===== src/servo_status_defs.svh =====
// Constant definitions for the servo status output block.
`ifndef SERVO_STATUS_DEFS_SVH
`define SERVO_STATUS_DEFS_SVH

// ----------------------------------------------------------------
// Register byte offsets
// ----------------------------------------------------------------
`define REG_CTRL 8'h00
`define REG_STATUS 8'h04
`define REG_ALARMS 8'h08
`define REG_IRQ_STAT 8'h0c
`define REG_IRQ_MASK 8'h10
`define REG_TEACH_LIM 8'h14
`define REG_OUT_FUNC0 8'h20
`define REG_OUT_FUNC_LAST 8'h30

// ----------------------------------------------------------------
// Field positions
// ----------------------------------------------------------------
`define CTRL_WPROT 0
`define CTRL_SEQ_SEL 1
`define CTRL_EDIT_ASGN 2
`define CTRL_ALM_CLR 3
`define ST_READY 0
`define ST_EDIT 1
`define ST_DATA_ERR 2
`define ST_ADDR_ERR 3
`define ST_CODE_LO 4
`define ST_CODE_HI 8
`define EV_READY_LOST 0
`define EV_ALARM 1
`define EV_ADDR_ERR 2
`define EV_DATA_ERR 3

// ----------------------------------------------------------------
// Sizes and reset values
// ----------------------------------------------------------------
`define NUM_ALARMS 28
`define NUM_TERMS 5
`define NUM_EVENTS 4
`define NUM_PINS 40
`define POS_MAX 4'hf
`define TEACH_LIM_RST 16'hffff
`define OUT_FUNC_RST 8'h00

// ----------------------------------------------------------------
// Five-bit alarm codes
// ----------------------------------------------------------------
`define CODE_NONE 5'h00
`define CODE_OVERLOAD 5'h01
`define CODE_AMP_HEAT 5'h03
`define CODE_RESISTOR 5'h04
`define CODE_DEV_OVF 5'h05
`define CODE_OVERCUR 5'h06
`define CODE_OVERSPD 5'h07
`define CODE_OVERVOLT 5'h08
`define CODE_UNDERVOLT 5'h09
`define CODE_ENC_TRBL 5'h0a
`define CODE_INIT_ERR 5'h0b
`define CODE_CIRCUIT 5'h0c
`define CODE_MEMORY 5'h0d
`define CODE_FUSE 5'h0f
`define CODE_ENC_COMM 5'h10
`define CODE_MOTOR_CMB 5'h11
`define CODE_TRANS_HEAT 5'h12
`define CODE_CTRL_IN 5'h13
`define CODE_ENC_HEAT 5'h14
`define CODE_ABS_LOST 5'h15
`define CODE_MULTI_OVF 5'h16

`endif


===== src/servo_status_pkg.sv =====
// Types shared by the servo status output block.
package servo_status_pkg;

  // Output terminal function codes selectable per terminal.
  typedef enum logic [7:0] {
    FN_NONE = 8'h00,
    FN_ALARM_DET = 8'h10,
    FN_READY = 8'h1c,
    FN_EDIT_RESP = 8'h1d,
    FN_DATA_ERR = 8'h1e,
    FN_ADDR_ERR = 8'h1f,
    FN_ALM_B0 = 8'h20,
    FN_ALM_B1 = 8'h21,
    FN_ALM_B2 = 8'h22,
    FN_ALM_B3 = 8'h23,
    FN_ALM_B4 = 8'h24
  } out_func_t;

  typedef enum logic [1:0] {
    AHB_IDLE = 2'b00,
    AHB_BUSY = 2'b01,
    AHB_NONSEQ = 2'b10,
    AHB_SEQ = 2'b11
  } htrans_t;

endpackage : servo_status_pkg


===== src/servo_status_out.sv =====
// Servo amplifier status outputs: ready, edit response, error flags, alarm code.
//
// Implementation choices: the register offsets and the AHB-Lite slave port.
`include "servo_status_defs.svh"
`timescale 1ns/1ns
`default_nettype none

module servo_status_out (
  input wire logic hclk, // 25 MHz system clock
  input wire logic hresetn, // asynchronous reset, active low
  input wire logic hsel, // slave select
  input wire logic [7:0] haddr, // byte address
  input wire logic [1:0] htrans, // transfer type
  input wire logic hwrite, // write not read
  input wire logic [2:0] hsize, // transfer size, word only
  input wire logic [31:0] hwdata, // write data
  input wire logic hready, // bus ready
  output logic hreadyout, // slave ready, never stalls
  output logic hresp, // always OKAY
  output logic [31:0] hrdata, // read data
  input wire logic forced_stop_in, // forced stop input, on means run allowed
  input wire logic free_run_in, // free-run input
  input wire logic cpu_healthy_in, // processor watchdog healthy
  input wire logic main_power_phase_a, // main power phase present
  input wire logic main_power_phase_b, // main power phase present
  input wire logic main_power_phase_c, // main power phase present
  input wire logic edit_permit_in, // edit permission input
  input wire logic start_position_in, // start positioning input
  input wire logic [3:0] position_select_in, // position select bits 3..0
  input wire logic [27:0] alarm_in, // alarm detail levels, index 0 ranks first
  input wire logic teach_strobe, // one-cycle teaching write, same clock
  input wire logic [3:0] teach_addr, // teaching positioning data number
  input wire logic [15:0] teach_data, // teaching data value
  output logic [4:0] out_term, // sequence output terminals
  output logic servo_ready, // servo control ready
  output logic edit_response, // edit permission response
  output logic param_write_allow, // parameter changes accepted
  output logic data_error, // data error flag
  output logic address_error, // address error flag
  output logic alarm_detect, // any alarm latched
  output logic alarm_code_bit0, // alarm code bit 0
  output logic alarm_code_bit1, // alarm code bit 1
  output logic alarm_code_bit2, // alarm code bit 2
  output logic alarm_code_bit3, // alarm code bit 3
  output logic alarm_code_bit4, // alarm code bit 4, most significant
  output logic irq // level interrupt
);

  // ----------------------------------------------------------------
  // Pin synchronisers
  // ----------------------------------------------------------------
  // A change is taken only once the second and third stages agree,
  // which rejects a one-cycle glitch at the cost of one extra cycle.
  logic [`NUM_PINS-1:0] pin_raw;
  logic [`NUM_PINS-1:0] sync1_q;
  logic [`NUM_PINS-1:0] sync2_q;
  logic [`NUM_PINS-1:0] sync3_q;
  logic [`NUM_PINS-1:0] pin_q;

  assign pin_raw = {alarm_in, position_select_in, start_position_in, edit_permit_in,
                    main_power_phase_c, main_power_phase_b, main_power_phase_a,
                    cpu_healthy_in, free_run_in, forced_stop_in};

  always_ff @(posedge hclk or negedge hresetn) begin
    if (!hresetn) begin
      sync1_q <= '0;
      sync2_q <= '0;
      sync3_q <= '0;
    end else begin
      sync1_q <= pin_raw;
      sync2_q <= sync1_q;
      sync3_q <= sync2_q;
    end
  end

  genvar gp;
  generate
    for (gp = 0; gp < `NUM_PINS; gp = gp + 1) begin : g_pin
      always_ff @(posedge hclk or negedge hresetn) begin
        if (!hresetn) begin
          pin_q[gp] <= 1'b0;
        end else if (sync2_q[gp] == sync3_q[gp]) begin
          pin_q[gp] <= sync3_q[gp];
        end
      end
    end
  endgenerate

  logic stop_ok;
  logic free_run;
  logic cpu_ok;
  logic power_ok;
  logic edit_permit;
  logic start_pos;
  logic [3:0] pos_sel;
  logic [`NUM_ALARMS-1:0] alarm_lvl;

  assign stop_ok = pin_q[0];
  assign free_run = pin_q[1];
  assign cpu_ok = pin_q[2];
  assign power_ok = pin_q[3] & pin_q[4] & pin_q[5];
  assign edit_permit = pin_q[6];
  assign start_pos = pin_q[7];
  assign pos_sel = pin_q[11:8];
  assign alarm_lvl = pin_q[`NUM_PINS-1:12];

  // ----------------------------------------------------------------
  // AHB-Lite slave
  // ----------------------------------------------------------------
  logic wr_pend_q;
  logic [7:0] wr_addr_q;
  logic rd_take;
  logic wr_take;
  logic [31:0] rd_mux;

  assign hreadyout = 1'b1;
  assign hresp = 1'b0;
  assign rd_take = hsel & hready & htrans[1] & ~hwrite;
  assign wr_take = hsel & hready & htrans[1] & hwrite;

  always_ff @(posedge hclk or negedge hresetn) begin
    if (!hresetn) begin
      wr_pend_q <= 1'b0;
      wr_addr_q <= '0;
    end else begin
      wr_pend_q <= wr_take;
      wr_addr_q <= haddr;
    end
  end

  logic wr_ctrl;
  logic wr_stat;
  logic wr_mask;
  logic wr_lim;

  assign wr_ctrl = wr_pend_q && wr_addr_q == `REG_CTRL;
  assign wr_stat = wr_pend_q && wr_addr_q == `REG_IRQ_STAT;
  assign wr_mask = wr_pend_q && wr_addr_q == `REG_IRQ_MASK;
  assign wr_lim = wr_pend_q && wr_addr_q == `REG_TEACH_LIM;

  // ----------------------------------------------------------------
  // Configuration registers
  // ----------------------------------------------------------------
  logic write_protect_q;
  logic seq_start_sel_q;
  logic edit_assigned_q;
  logic [15:0] teach_lim_q;
  logic alarm_clear;
  logic [7:0] out_func_q [`NUM_TERMS];

  assign alarm_clear = wr_ctrl & hwdata[`CTRL_ALM_CLR];

  always_ff @(posedge hclk or negedge hresetn) begin
    if (!hresetn) begin
      write_protect_q <= 1'b0;
      seq_start_sel_q <= 1'b0;
      edit_assigned_q <= 1'b0;
    end else if (wr_ctrl) begin
      write_protect_q <= hwdata[`CTRL_WPROT];
      seq_start_sel_q <= hwdata[`CTRL_SEQ_SEL];
      edit_assigned_q <= hwdata[`CTRL_EDIT_ASGN];
    end
  end

  always_ff @(posedge hclk or negedge hresetn) begin
    if (!hresetn) begin
      teach_lim_q <= `TEACH_LIM_RST;
    end else if (wr_lim) begin
      teach_lim_q <= hwdata[15:0];
    end
  end

  always_ff @(posedge hclk or negedge hresetn) begin
    if (!hresetn) begin
      for (int i = 0; i < `NUM_TERMS; i++) begin
        out_func_q[i] <= `OUT_FUNC_RST;
      end
    end else begin
      for (int i = 0; i < `NUM_TERMS; i++) begin
        if (wr_pend_q && wr_addr_q == 8'(`REG_OUT_FUNC0 + 4 * i)) begin
          out_func_q[i] <= hwdata[7:0];
        end
      end
    end
  end

  // ----------------------------------------------------------------
  // Alarm latch and priority encoder
  // ----------------------------------------------------------------
  // Alarms latch so a brief fault is not lost; a new alarm level in the
  // clearing cycle stays latched.
  logic [`NUM_ALARMS-1:0] alarm_q;
  logic [4:0] code_d;

  always_ff @(posedge hclk or negedge hresetn) begin
    if (!hresetn) begin
      alarm_q <= '0;
    end else begin
      alarm_q <= (alarm_clear ? '0 : alarm_q) | alarm_lvl;
    end
  end

  // Index order is the ranking; every index 0 to 27 has an entry.
  function automatic logic [4:0] code_of(input int idx);
    case (idx)
      0, 1: code_of = `CODE_OVERCUR;
      2: code_of = `CODE_OVERSPD;
      3: code_of = `CODE_OVERVOLT;
      4, 5: code_of = `CODE_ENC_TRBL;
      6: code_of = `CODE_CIRCUIT;
      7: code_of = `CODE_MEMORY;
      8: code_of = `CODE_FUSE;
      9: code_of = `CODE_MOTOR_CMB;
      10: code_of = `CODE_TRANS_HEAT;
      11: code_of = `CODE_ENC_COMM;
      12: code_of = `CODE_CTRL_IN;
      13, 14: code_of = `CODE_OVERLOAD;
      15: code_of = `CODE_RESISTOR;
      16: code_of = `CODE_UNDERVOLT;
      17, 18, 19: code_of = `CODE_RESISTOR;
      20: code_of = `CODE_DEV_OVF;
      21: code_of = `CODE_AMP_HEAT;
      22: code_of = `CODE_ENC_HEAT;
      23, 24, 25: code_of = `CODE_ABS_LOST;
      26: code_of = `CODE_MULTI_OVF;
      27: code_of = `CODE_INIT_ERR;
      default: code_of = `CODE_NONE;
    endcase
  endfunction : code_of

  always_comb begin
    code_d = `CODE_NONE;
    for (int i = `NUM_ALARMS - 1; i >= 0; i--) begin
      if (alarm_q[i]) begin
        code_d = code_of(i);
      end
    end
  end

  // ----------------------------------------------------------------
  // Status flags
  // ----------------------------------------------------------------
  logic ready_q;
  logic edit_q;
  logic data_err_q;
  logic addr_err_q;
  logic alarm_det_q;
  logic [4:0] code_q;
  logic start_prev_q;
  logic start_rise;

  assign start_rise = start_pos & ~start_prev_q;

  always_ff @(posedge hclk or negedge hresetn) begin
    if (!hresetn) begin
      ready_q <= 1'b0;
      edit_q <= 1'b0;
      alarm_det_q <= 1'b0;
      code_q <= `CODE_NONE;
      start_prev_q <= 1'b0;
    end else begin
      alarm_det_q <= |alarm_q;
      ready_q <= stop_ok & ~free_run & ~(|alarm_q) & cpu_ok & power_ok;
      edit_q <= ~write_protect_q & (~edit_assigned_q | edit_permit);
      code_q <= code_d;
      start_prev_q <= start_pos;
    end
  end

  always_ff @(posedge hclk or negedge hresetn) begin
    if (!hresetn) begin
      addr_err_q <= 1'b0;
    end else if (start_rise) begin
      if (pos_sel == 4'h0) begin
        if (!seq_start_sel_q) begin
          addr_err_q <= 1'b1;
        end
      end else begin
        addr_err_q <= 1'b0;
      end
    end
  end

  // Number 0 is not a storable positioning number, so it counts as out of range.
  always_ff @(posedge hclk or negedge hresetn) begin
    if (!hresetn) begin
      data_err_q <= 1'b0;
    end else if (teach_strobe) begin
      data_err_q <= teach_addr == 4'h0 || teach_addr > `POS_MAX || teach_data > teach_lim_q;
    end
  end

  // ----------------------------------------------------------------
  // Interrupts
  // ----------------------------------------------------------------
  logic [`NUM_EVENTS-1:0] irq_stat_q;
  logic [`NUM_EVENTS-1:0] irq_mask_q;
  logic [`NUM_EVENTS-1:0] ev;
  logic ready_prev_q;
  logic alm_prev_q;
  logic aerr_prev_q;
  logic derr_prev_q;

  assign ev[`EV_READY_LOST] = ready_prev_q & ~ready_q;
  assign ev[`EV_ALARM] = alarm_det_q & ~alm_prev_q;
  assign ev[`EV_ADDR_ERR] = addr_err_q & ~aerr_prev_q;
  assign ev[`EV_DATA_ERR] = data_err_q & ~derr_prev_q;

  always_ff @(posedge hclk or negedge hresetn) begin
    if (!hresetn) begin
      ready_prev_q <= 1'b0;
      alm_prev_q <= 1'b0;
      aerr_prev_q <= 1'b0;
      derr_prev_q <= 1'b0;
    end else begin
      ready_prev_q <= ready_q;
      alm_prev_q <= alarm_det_q;
      aerr_prev_q <= addr_err_q;
      derr_prev_q <= data_err_q;
    end
  end

  // A new event wins over a write-one-to-clear in the same cycle.
  always_ff @(posedge hclk or negedge hresetn) begin
    if (!hresetn) begin
      irq_stat_q <= '0;
    end else begin
      irq_stat_q <= (irq_stat_q & ~(wr_stat ? hwdata[`NUM_EVENTS-1:0] : '0)) | ev;
    end
  end

  always_ff @(posedge hclk or negedge hresetn) begin
    if (!hresetn) begin
      irq_mask_q <= '0;
    end else if (wr_mask) begin
      irq_mask_q <= hwdata[`NUM_EVENTS-1:0];
    end
  end

  assign irq = |(irq_stat_q & irq_mask_q);

  // ----------------------------------------------------------------
  // Output terminal routing
  // ----------------------------------------------------------------
  genvar gt;
  generate
    for (gt = 0; gt < `NUM_TERMS; gt = gt + 1) begin : g_term
      always_ff @(posedge hclk or negedge hresetn) begin
        if (!hresetn) begin
          out_term[gt] <= 1'b0;
        end else begin
          case (servo_status_pkg::out_func_t'(out_func_q[gt]))
            servo_status_pkg::FN_ALARM_DET: out_term[gt] <= alarm_det_q;
            servo_status_pkg::FN_READY: out_term[gt] <= ready_q;
            servo_status_pkg::FN_EDIT_RESP: out_term[gt] <= edit_q;
            servo_status_pkg::FN_DATA_ERR: out_term[gt] <= data_err_q;
            servo_status_pkg::FN_ADDR_ERR: out_term[gt] <= addr_err_q;
            servo_status_pkg::FN_ALM_B0: out_term[gt] <= code_q[0];
            servo_status_pkg::FN_ALM_B1: out_term[gt] <= code_q[1];
            servo_status_pkg::FN_ALM_B2: out_term[gt] <= code_q[2];
            servo_status_pkg::FN_ALM_B3: out_term[gt] <= code_q[3];
            servo_status_pkg::FN_ALM_B4: out_term[gt] <= code_q[4];
            default: out_term[gt] <= 1'b0;
          endcase
        end
      end
    end
  endgenerate

  assign servo_ready = ready_q;
  assign edit_response = edit_q;
  assign param_write_allow = edit_q;
  assign data_error = data_err_q;
  assign address_error = addr_err_q;
  assign alarm_detect = alarm_det_q;
  assign alarm_code_bit0 = code_q[0];
  assign alarm_code_bit1 = code_q[1];
  assign alarm_code_bit2 = code_q[2];
  assign alarm_code_bit3 = code_q[3];
  assign alarm_code_bit4 = code_q[4];

  // ----------------------------------------------------------------
  // Read path
  // ----------------------------------------------------------------
  always_comb begin
    rd_mux = '0;
    case (haddr)
      `REG_CTRL: begin
        rd_mux[`CTRL_WPROT] = write_protect_q;
        rd_mux[`CTRL_SEQ_SEL] = seq_start_sel_q;
        rd_mux[`CTRL_EDIT_ASGN] = edit_assigned_q;
      end
      `REG_STATUS: begin
        rd_mux[`ST_READY] = ready_q;
        rd_mux[`ST_EDIT] = edit_q;
        rd_mux[`ST_DATA_ERR] = data_err_q;
        rd_mux[`ST_ADDR_ERR] = addr_err_q;
        rd_mux[`ST_CODE_HI:`ST_CODE_LO] = code_q;
      end
      `REG_ALARMS: rd_mux[`NUM_ALARMS-1:0] = alarm_q;
      `REG_IRQ_STAT: rd_mux[`NUM_EVENTS-1:0] = irq_stat_q;
      `REG_IRQ_MASK: rd_mux[`NUM_EVENTS-1:0] = irq_mask_q;
      `REG_TEACH_LIM: rd_mux[15:0] = teach_lim_q;
      default: begin
        for (int i = 0; i < `NUM_TERMS; i++) begin
          if (haddr == 8'(`REG_OUT_FUNC0 + 4 * i)) begin
            rd_mux[7:0] = out_func_q[i];
          end
        end
      end
    endcase
  end

  // Read data is captured in the address phase so it stands from a flop.
  always_ff @(posedge hclk or negedge hresetn) begin
    if (!hresetn) begin
      hrdata <= '0;
    end else if (rd_take) begin
      hrdata <= rd_mux;
    end
  end

endmodule : servo_status_out

`default_nettype wire


===== config.mk =====
export PLATFORM = sky130hd
export DESIGN_NAME = servo_status_out
export DESIGN_NICKNAME = d
export VERILOG_FILES = /design/src/servo_status_pkg.sv /design/src/servo_status_out.sv
export VERILOG_INCLUDE_DIRS = /design/src
export SDC_FILE = /design/constraint.sdc
export NUM_CORES = 1
export LEC_CHECK = 0
export BUFFER_PORTS_ARGS = -buffer_cell sky130_fd_sc_hd__buf_2
export CORE_UTILIZATION = 40
export DETAILED_ROUTE_END_ITERATION = 10
export PLACE_DENSITY = 0.67
export SLEW_MARGIN = 20
export SYNTH_ARGS = -nofsm -noshare
export SYNTH_HDL_FRONTEND = slang
export SYNTH_SLANG_ARGS = --single-unit

===== constraint.sdc =====
create_clock -name hclk -period 3.4 [get_ports hclk]
set_input_delay 0 -clock hclk [delete_from_list [all_inputs] [get_ports hclk]]
set_output_delay 0 -clock hclk [all_outputs]
set_load 0.005 [all_outputs]

Yosys cells after proc, flatten, opt, wreduce, memory -nomap -nowiden
Cells that the tools add are included.
Widths: inputs -> output; s select.
{"block": "word_totals", "ff_bits": 312, "in_bits": 111, "mem_bits_rw": 0, "latchBits": 0, "n_memories": 0, "elab_cells": 285, "out_inout_bits": 51, "romBits": 0}
{"block": "op_classes", "n_reduce_logical": 19, "n_shift": 0, "n_div": 0, "bitwise_logic": 33, "mux": 48, "magnitude_cmp": 2, "eq_ne": 109, "mul": 0, "addsub": 0}
{"op": "$eq 8x6->1 const B", "count": 35}
{"op": "$eq 8x5->1 const B", "count": 29}
{"op": "$mux 5", "count": 27}
{"op": "$pmux 1 s10", "count": 5}
{"op": "$eq 1x1->1", "count": 40}
{"op": "$mux 8", "count": 5}
{"op": "$mux 28", "count": 1}
{"op": "$or 28x28->28", "count": 1}
{"op": "$reduce_or 28->1", "count": 1}
{"op": "$eq 8x4->1 const B", "count": 3}
{"op": "$pmux 3 s6", "count": 1}
{"op": "$and 1x1->1", "count": 17}
{"op": "$gt 16x16->1", "count": 1}
{"op": "$logic_not 8->1", "count": 2}
{"op": "$pmux 4 s4", "count": 1}
{"op": "$pmux 7 s2", "count": 1}
{"op": "$mux 12", "count": 1}
{"op": "$not 1->1", "count": 10}
{"op": "$logic_and 1x1->1", "count": 9}
{"op": "$and 4x4->4", "count": 2}
{"op": "$eq 8x3->1 const B", "count": 1}
{"op": "$logic_not 4->1", "count": 2}
{"op": "$mux 4", "count": 2}
{"op": "$pmux 1 s6", "count": 1}
{"op": "11 further kinds", "count": 13}

Longest topological paths before layout
{"block": "depth", "ltp_word": 28, "depth_mapped": 8, "mapped_depth_nobuf": 7}

Worst setup path after synthesis
Ideal clock, no wire load.
{"block": "synth_path", "kind": "reg-to-reg", "from": "reg wr_addr_q[1]", "to": "reg out_func_q[0] (netlist bit)", "path_slack_ps": 1587, "required_time_ps": 3275, "stages_incl_launch_ff": 5, "setup_ps": 125, "t_arrival_ps": 1688, "period_less_slack_ps": 1813, "cell_sequence": "dfrtp_1 nor4b_2 nand2_1 nor4_4 mux2_2"}
{"block": "synth_via", "elab_chain_len": 2}
{"item": "start, declared", "line_no": "servo_status_out.sv:111", "source": "logic [7:0] wr_addr_q;"}
{"item": "start signal, assigned", "line_no": "servo_status_out.sv:127", "source": "wr_addr_q <= haddr;"}
{"item": "$eq 8x6->1", "line_no": "servo_status_out.sv:180", "source": "if (wr_pend_q && wr_addr_q == 8'(`REG_OUT_FUNC0 + 4 * i)) begin"}
{"item": "$logic_and 1x1->1", "line_no": "servo_status_out.sv:180"}
{"item": "end signal, assigned by index", "line_no": "servo_status_out.sv:176", "source": "out_func_q[i] <= `OUT_FUNC_RST;"}
{"item": "end signal, assigned by index", "line_no": "servo_status_out.sv:181", "source": "out_func_q[i] <= hwdata[7:0];"}
{"item": "end, declared", "line_no": "servo_status_out.sv:149", "source": "logic [7:0] out_func_q [`NUM_TERMS];"}
Every way passes these cells.
A chain may end at the register's enable or synchronous reset.

Worst setup path after layout
{"block": "layout_path", "from": "reg teach_lim_q[12]", "to": "reg data_err_q (netlist: data_error)"}
{"block": "layout_via", "elab_chain_len": 2}
{"item": "start, declared", "line_no": "servo_status_out.sv:147", "source": "logic [15:0] teach_lim_q;"}
{"item": "start signal, assigned", "line_no": "servo_status_out.sv:167", "source": "teach_lim_q <= `TEACH_LIM_RST;"}
{"item": "start signal, assigned", "line_no": "servo_status_out.sv:169", "source": "teach_lim_q <= hwdata[15:0];"}
{"item": "$gt 16x16->1", "line_no": "servo_status_out.sv:289", "source": "data_err_q <= teach_addr == 4'h0 || teach_addr > `POS_MAX || teach_data > teach_lim_q;"}
{"item": "$logic_or 1x1->1", "line_no": "servo_status_out.sv:289"}
{"item": "end signal, assigned", "line_no": "servo_status_out.sv:289"}
{"item": "end, declared", "line_no": "servo_status_out.sv:245", "source": "logic data_err_q;"}
Every way passes these cells.

==> key figures <==
Logic synthesis
  • Top FF cell, synth: dfrtp_1
  • Sequential fraction of the synthesis area: 0.6647
  • Synthesized instance count: 833
  • Syn avg cell area: 14.14 um2
  • Dominant cell type by area after synthesis: dfrtp_1
  • Mapped Area: between 10000 and 15000 um2
  • Synth top area cells: dfrtp_1 (63%), mux2_2 (4.6%), mux4_2 (3.6%)
  • Yosys cell types: 65
  • Post-synth top area share: 0.6290
  • Number of synthesized register bits: 312
  • Number of enable flip-flop cells after synthesis: 0
  • Post-synth ARST share: 1.000
  • Yosys warning total: 0

Global route
  • Grt total ovfl: 0
  • Vias in the first global route: 7847
  • Largest net degree at the start of global routing: 92
  • Global-route wire length before repair: 42500 um
  • Tot GR Track Use: 0.1788
  • Initial antenna violation count: 0

STA
  • Fin. Hold Viols: 0
  • Endpoints failing setup: 0
  • Worst slew pin tran: 0.9177 ns
  • Max Fclk: 0.3312 GHz
  • Worst Hold Slack: 0.08202 ns
  • Slew Limit Fails: 0
  • Max transition margin: 0.3850
  • Post-route setup TNS: 0 ns
  • RSZ-0062 raised after global routing: no
  • Tcrit/Tclk final: 0.8880
  • Post-Route Skew: 0.01767 ns
  • Minimum clock period: 3.019 ns

Clock network
  • Clock Root Buffer: clkbuf_16
  • CTS H-tree lvls: 2
  • Clock latency on the worst-skew pair: 0.51 ns
  • CTS buffer count: 34
  • Clock sink count: 312
  • Post-CTS Resized: 0
  • CTS tree: built
  • CTS clk-pin slew, worst paths: 0.06 ns
  • CTS max path bufs: 3

Floorplan
  • Initial Util: 0.4081
  • IO Count: 162
  • Chip height: approximately 170 um
  • # rows: 62
  • Die area: roughly 30000 um2
  • Core box area: 28860 um2
  • Die Width: 173.6 um

Status
  • Outcome: finished, final reports clean

Worst setup path
  • Crit Path Class: flip-flop to flip-flop
  • Worst path most repeated cell: dlygate4sd3_1
  • Arrival time worst endpoint: roughly 3.4 ns
  • Crit Reg-Reg Endpoint: data_error
  • Required @ worst endpoint: 3.79 ns
  • CP Launch Type: flip-flop
  • Crit-path cells: inv_1 -> ha_1 -> nand3_1 -> or3_1 -> nor2_1 -> o2bb2ai_1 -> dlygate4sd3_1 -> a21oi_1 -> dlygate4sd3_1
  • R2R Setup Slk: 0.38 ns
  • Critical path fanouts, max: 2
  • Reg2reg start: teach_lim_q[12]
  • Largest stage delay, worst path: 0.58 ns
  • Slowest cell on the critical path: dlygate4sd3_1
  • Crit. End Element: flip-flop
  • Cells on worst reg2reg path: 9

Detailed routing
  • DR WL/cell: 17.65 um
  • M1 WL: approximately 11000 um
  • Total iterations of the first detailed-routing run: 5
  • Met2 wire len: between 10000 and 15000 um
  • DR WL met3: 1470 um
  • Antenna viol nets, final: 0
  • 1st-iter DRT viols: 635
  • Max layer used: met4
  • Via density: 5.183
  • Routed via count: 7593
  • # DRC: 0
  • Drt total wl: 25860 um

Min path
  • Hold WC Path Type: primary input to async pin

Power and ir drop
  • Pwr Density: 551.4 nW/um2
  • LEAKAGE: 6.537 nW
  • Maximum vdd drop: 0.4401 mV

Cells and area
  • Fraction of layout instances using a drive strength above 1: 0.2757
  • # diodes: 0
  • Synthesis-to-layout area growth: 25.35%
  • Most common cell after layout, fill and taps aside: dfrtp_1
  • Nets: 1184
  • Most frequent cells in the layout: dfrtp_1 (296), buf_2 (134), dlygate4sd3_1 (70)

Placement
  • GPL Wtd Cong: between 0.8 and 0.9
  • DP Wirelength: 17420 um
  • Port bufs: 135

Flow run
  • Maxcap violations: 0
## timing repair
| action | 4_1_cts | 5_1_grt |
|---|---|---|
| hold buffers | 70 | 0 |
| buffers inserted | 0 | 0 |
| endpoints found under the hold margin | 201 | 0 |
## per-stage QoR
step           total power, mW  instance area [um2]  utilization  std cells  worst slack [ns]
2_1_floorplan            4.162                11790            -        837             1.587
3_3_place_gp             4.371                12900       0.4471       1335             1.223
3_5_place_dp             4.384                12900       0.4471       1335             1.180
4_1_cts                  8.237                14760       0.5115       1465            0.4691
5_1_grt                  8.477                14760       0.5115       1465            0.2467
6_report                 8.139                14760       0.5115       1465            0.3808
## power breakdown
part           leakage [nW]  switching [mW]  internal, mW
clock                 0.565            1.45          2.31
sequential             3.67           0.101          3.87
combinational          2.30           0.201         0.202
total                  6.54            1.76          6.38
## cell type report
type	instances	area, um2
Clock inverter	13	188.9
Tap cell	384	480.5
Multi-Input combinational cell	466	3707
Clock buffer	47	969.7
Sequential cell	312	7828
Fill cell	2483	14100
Timing Repair Buffer	214	1479
Inverter	29	108.9
## sequential cells by signal (all words and copies together) (netlist names), 4 cells and up
signal and flops:
sync2_q 40, irq_stat_q 4, teach_lim_q 16, sync3_q 40
sync1_q 40, out_term 5, alarm_q 28, hrdata 28
wr_addr_q 8, out_func_q 40, alarm_lvl 28, pin_q 7
code_q 5, irq_mask_q 4
## logic make-up after synthesis
logic type / share of synthesized area
flip-flops: 0.6647
adder cells (fa/ha/maj): 0.05100
buffers and inverters: 0.02221
other: 0.0006377
AO/OA/AOI/OAI: 0.09945
multiplexers: 0.08394
AND/OR/NAND/NOR: 0.07809
## worst max-delay path, delay by kind of cell, from the launching register on
family,cells,cell delay (ns)
fa+ha+maj,1,0.28
compound gates,2,0.18
flops,1,0.56
buf+inv,3,1.21
simple gates,3,0.69
## worst max path at each step
stage	startpoint	endpoint	slack, ns	cells after the start
finish	teach_lim_q[12]	data_error	0.38	9
global route	teach_lim_q[12]	data_error	0.25	9
CTS	teach_lim_q[12]	data_error	0.47	9
detailed placement	wr_addr_q[1]	alarm_q[3]	1.18	5
global placement	wr_addr_q[1]	alarm_q[3]	1.22	5
floorplan	wr_addr_q[1]	out_func_q[0]	1.59	4
## metal layers
metal  up-vias  GRT usage
met5         -          0
met4         0    0.07200
met3        60    0.03333
met2       252     0.2813
met1      3810     0.2458
li1       3471          -
## synthesized netlist by cell type, drive strengths merged (5+ instances only)
| library cell | n |
|---|---|
| a21o | 29 |
| a21oi | 21 |
| a22o | 18 |
| a22oi | 20 |
| a32oi | 7 |
| buf | 17 |
| clkbuf | 13 |
| dfrtp | 296 |
| dfstp | 16 |
| ha | 16 |
| inv | 29 |
| maj3 | 40 |
| mux2 | 48 |
| mux4 | 19 |
| nand2 | 49 |
| nand3 | 19 |
| nor2 | 28 |
| nor2b | 12 |
| nor3 | 22 |
| nor4 | 10 |
| o21ai | 42 |
| o2bb2ai | 6 |
| or3 | 5 |
(Power assumes the default switching activity.)
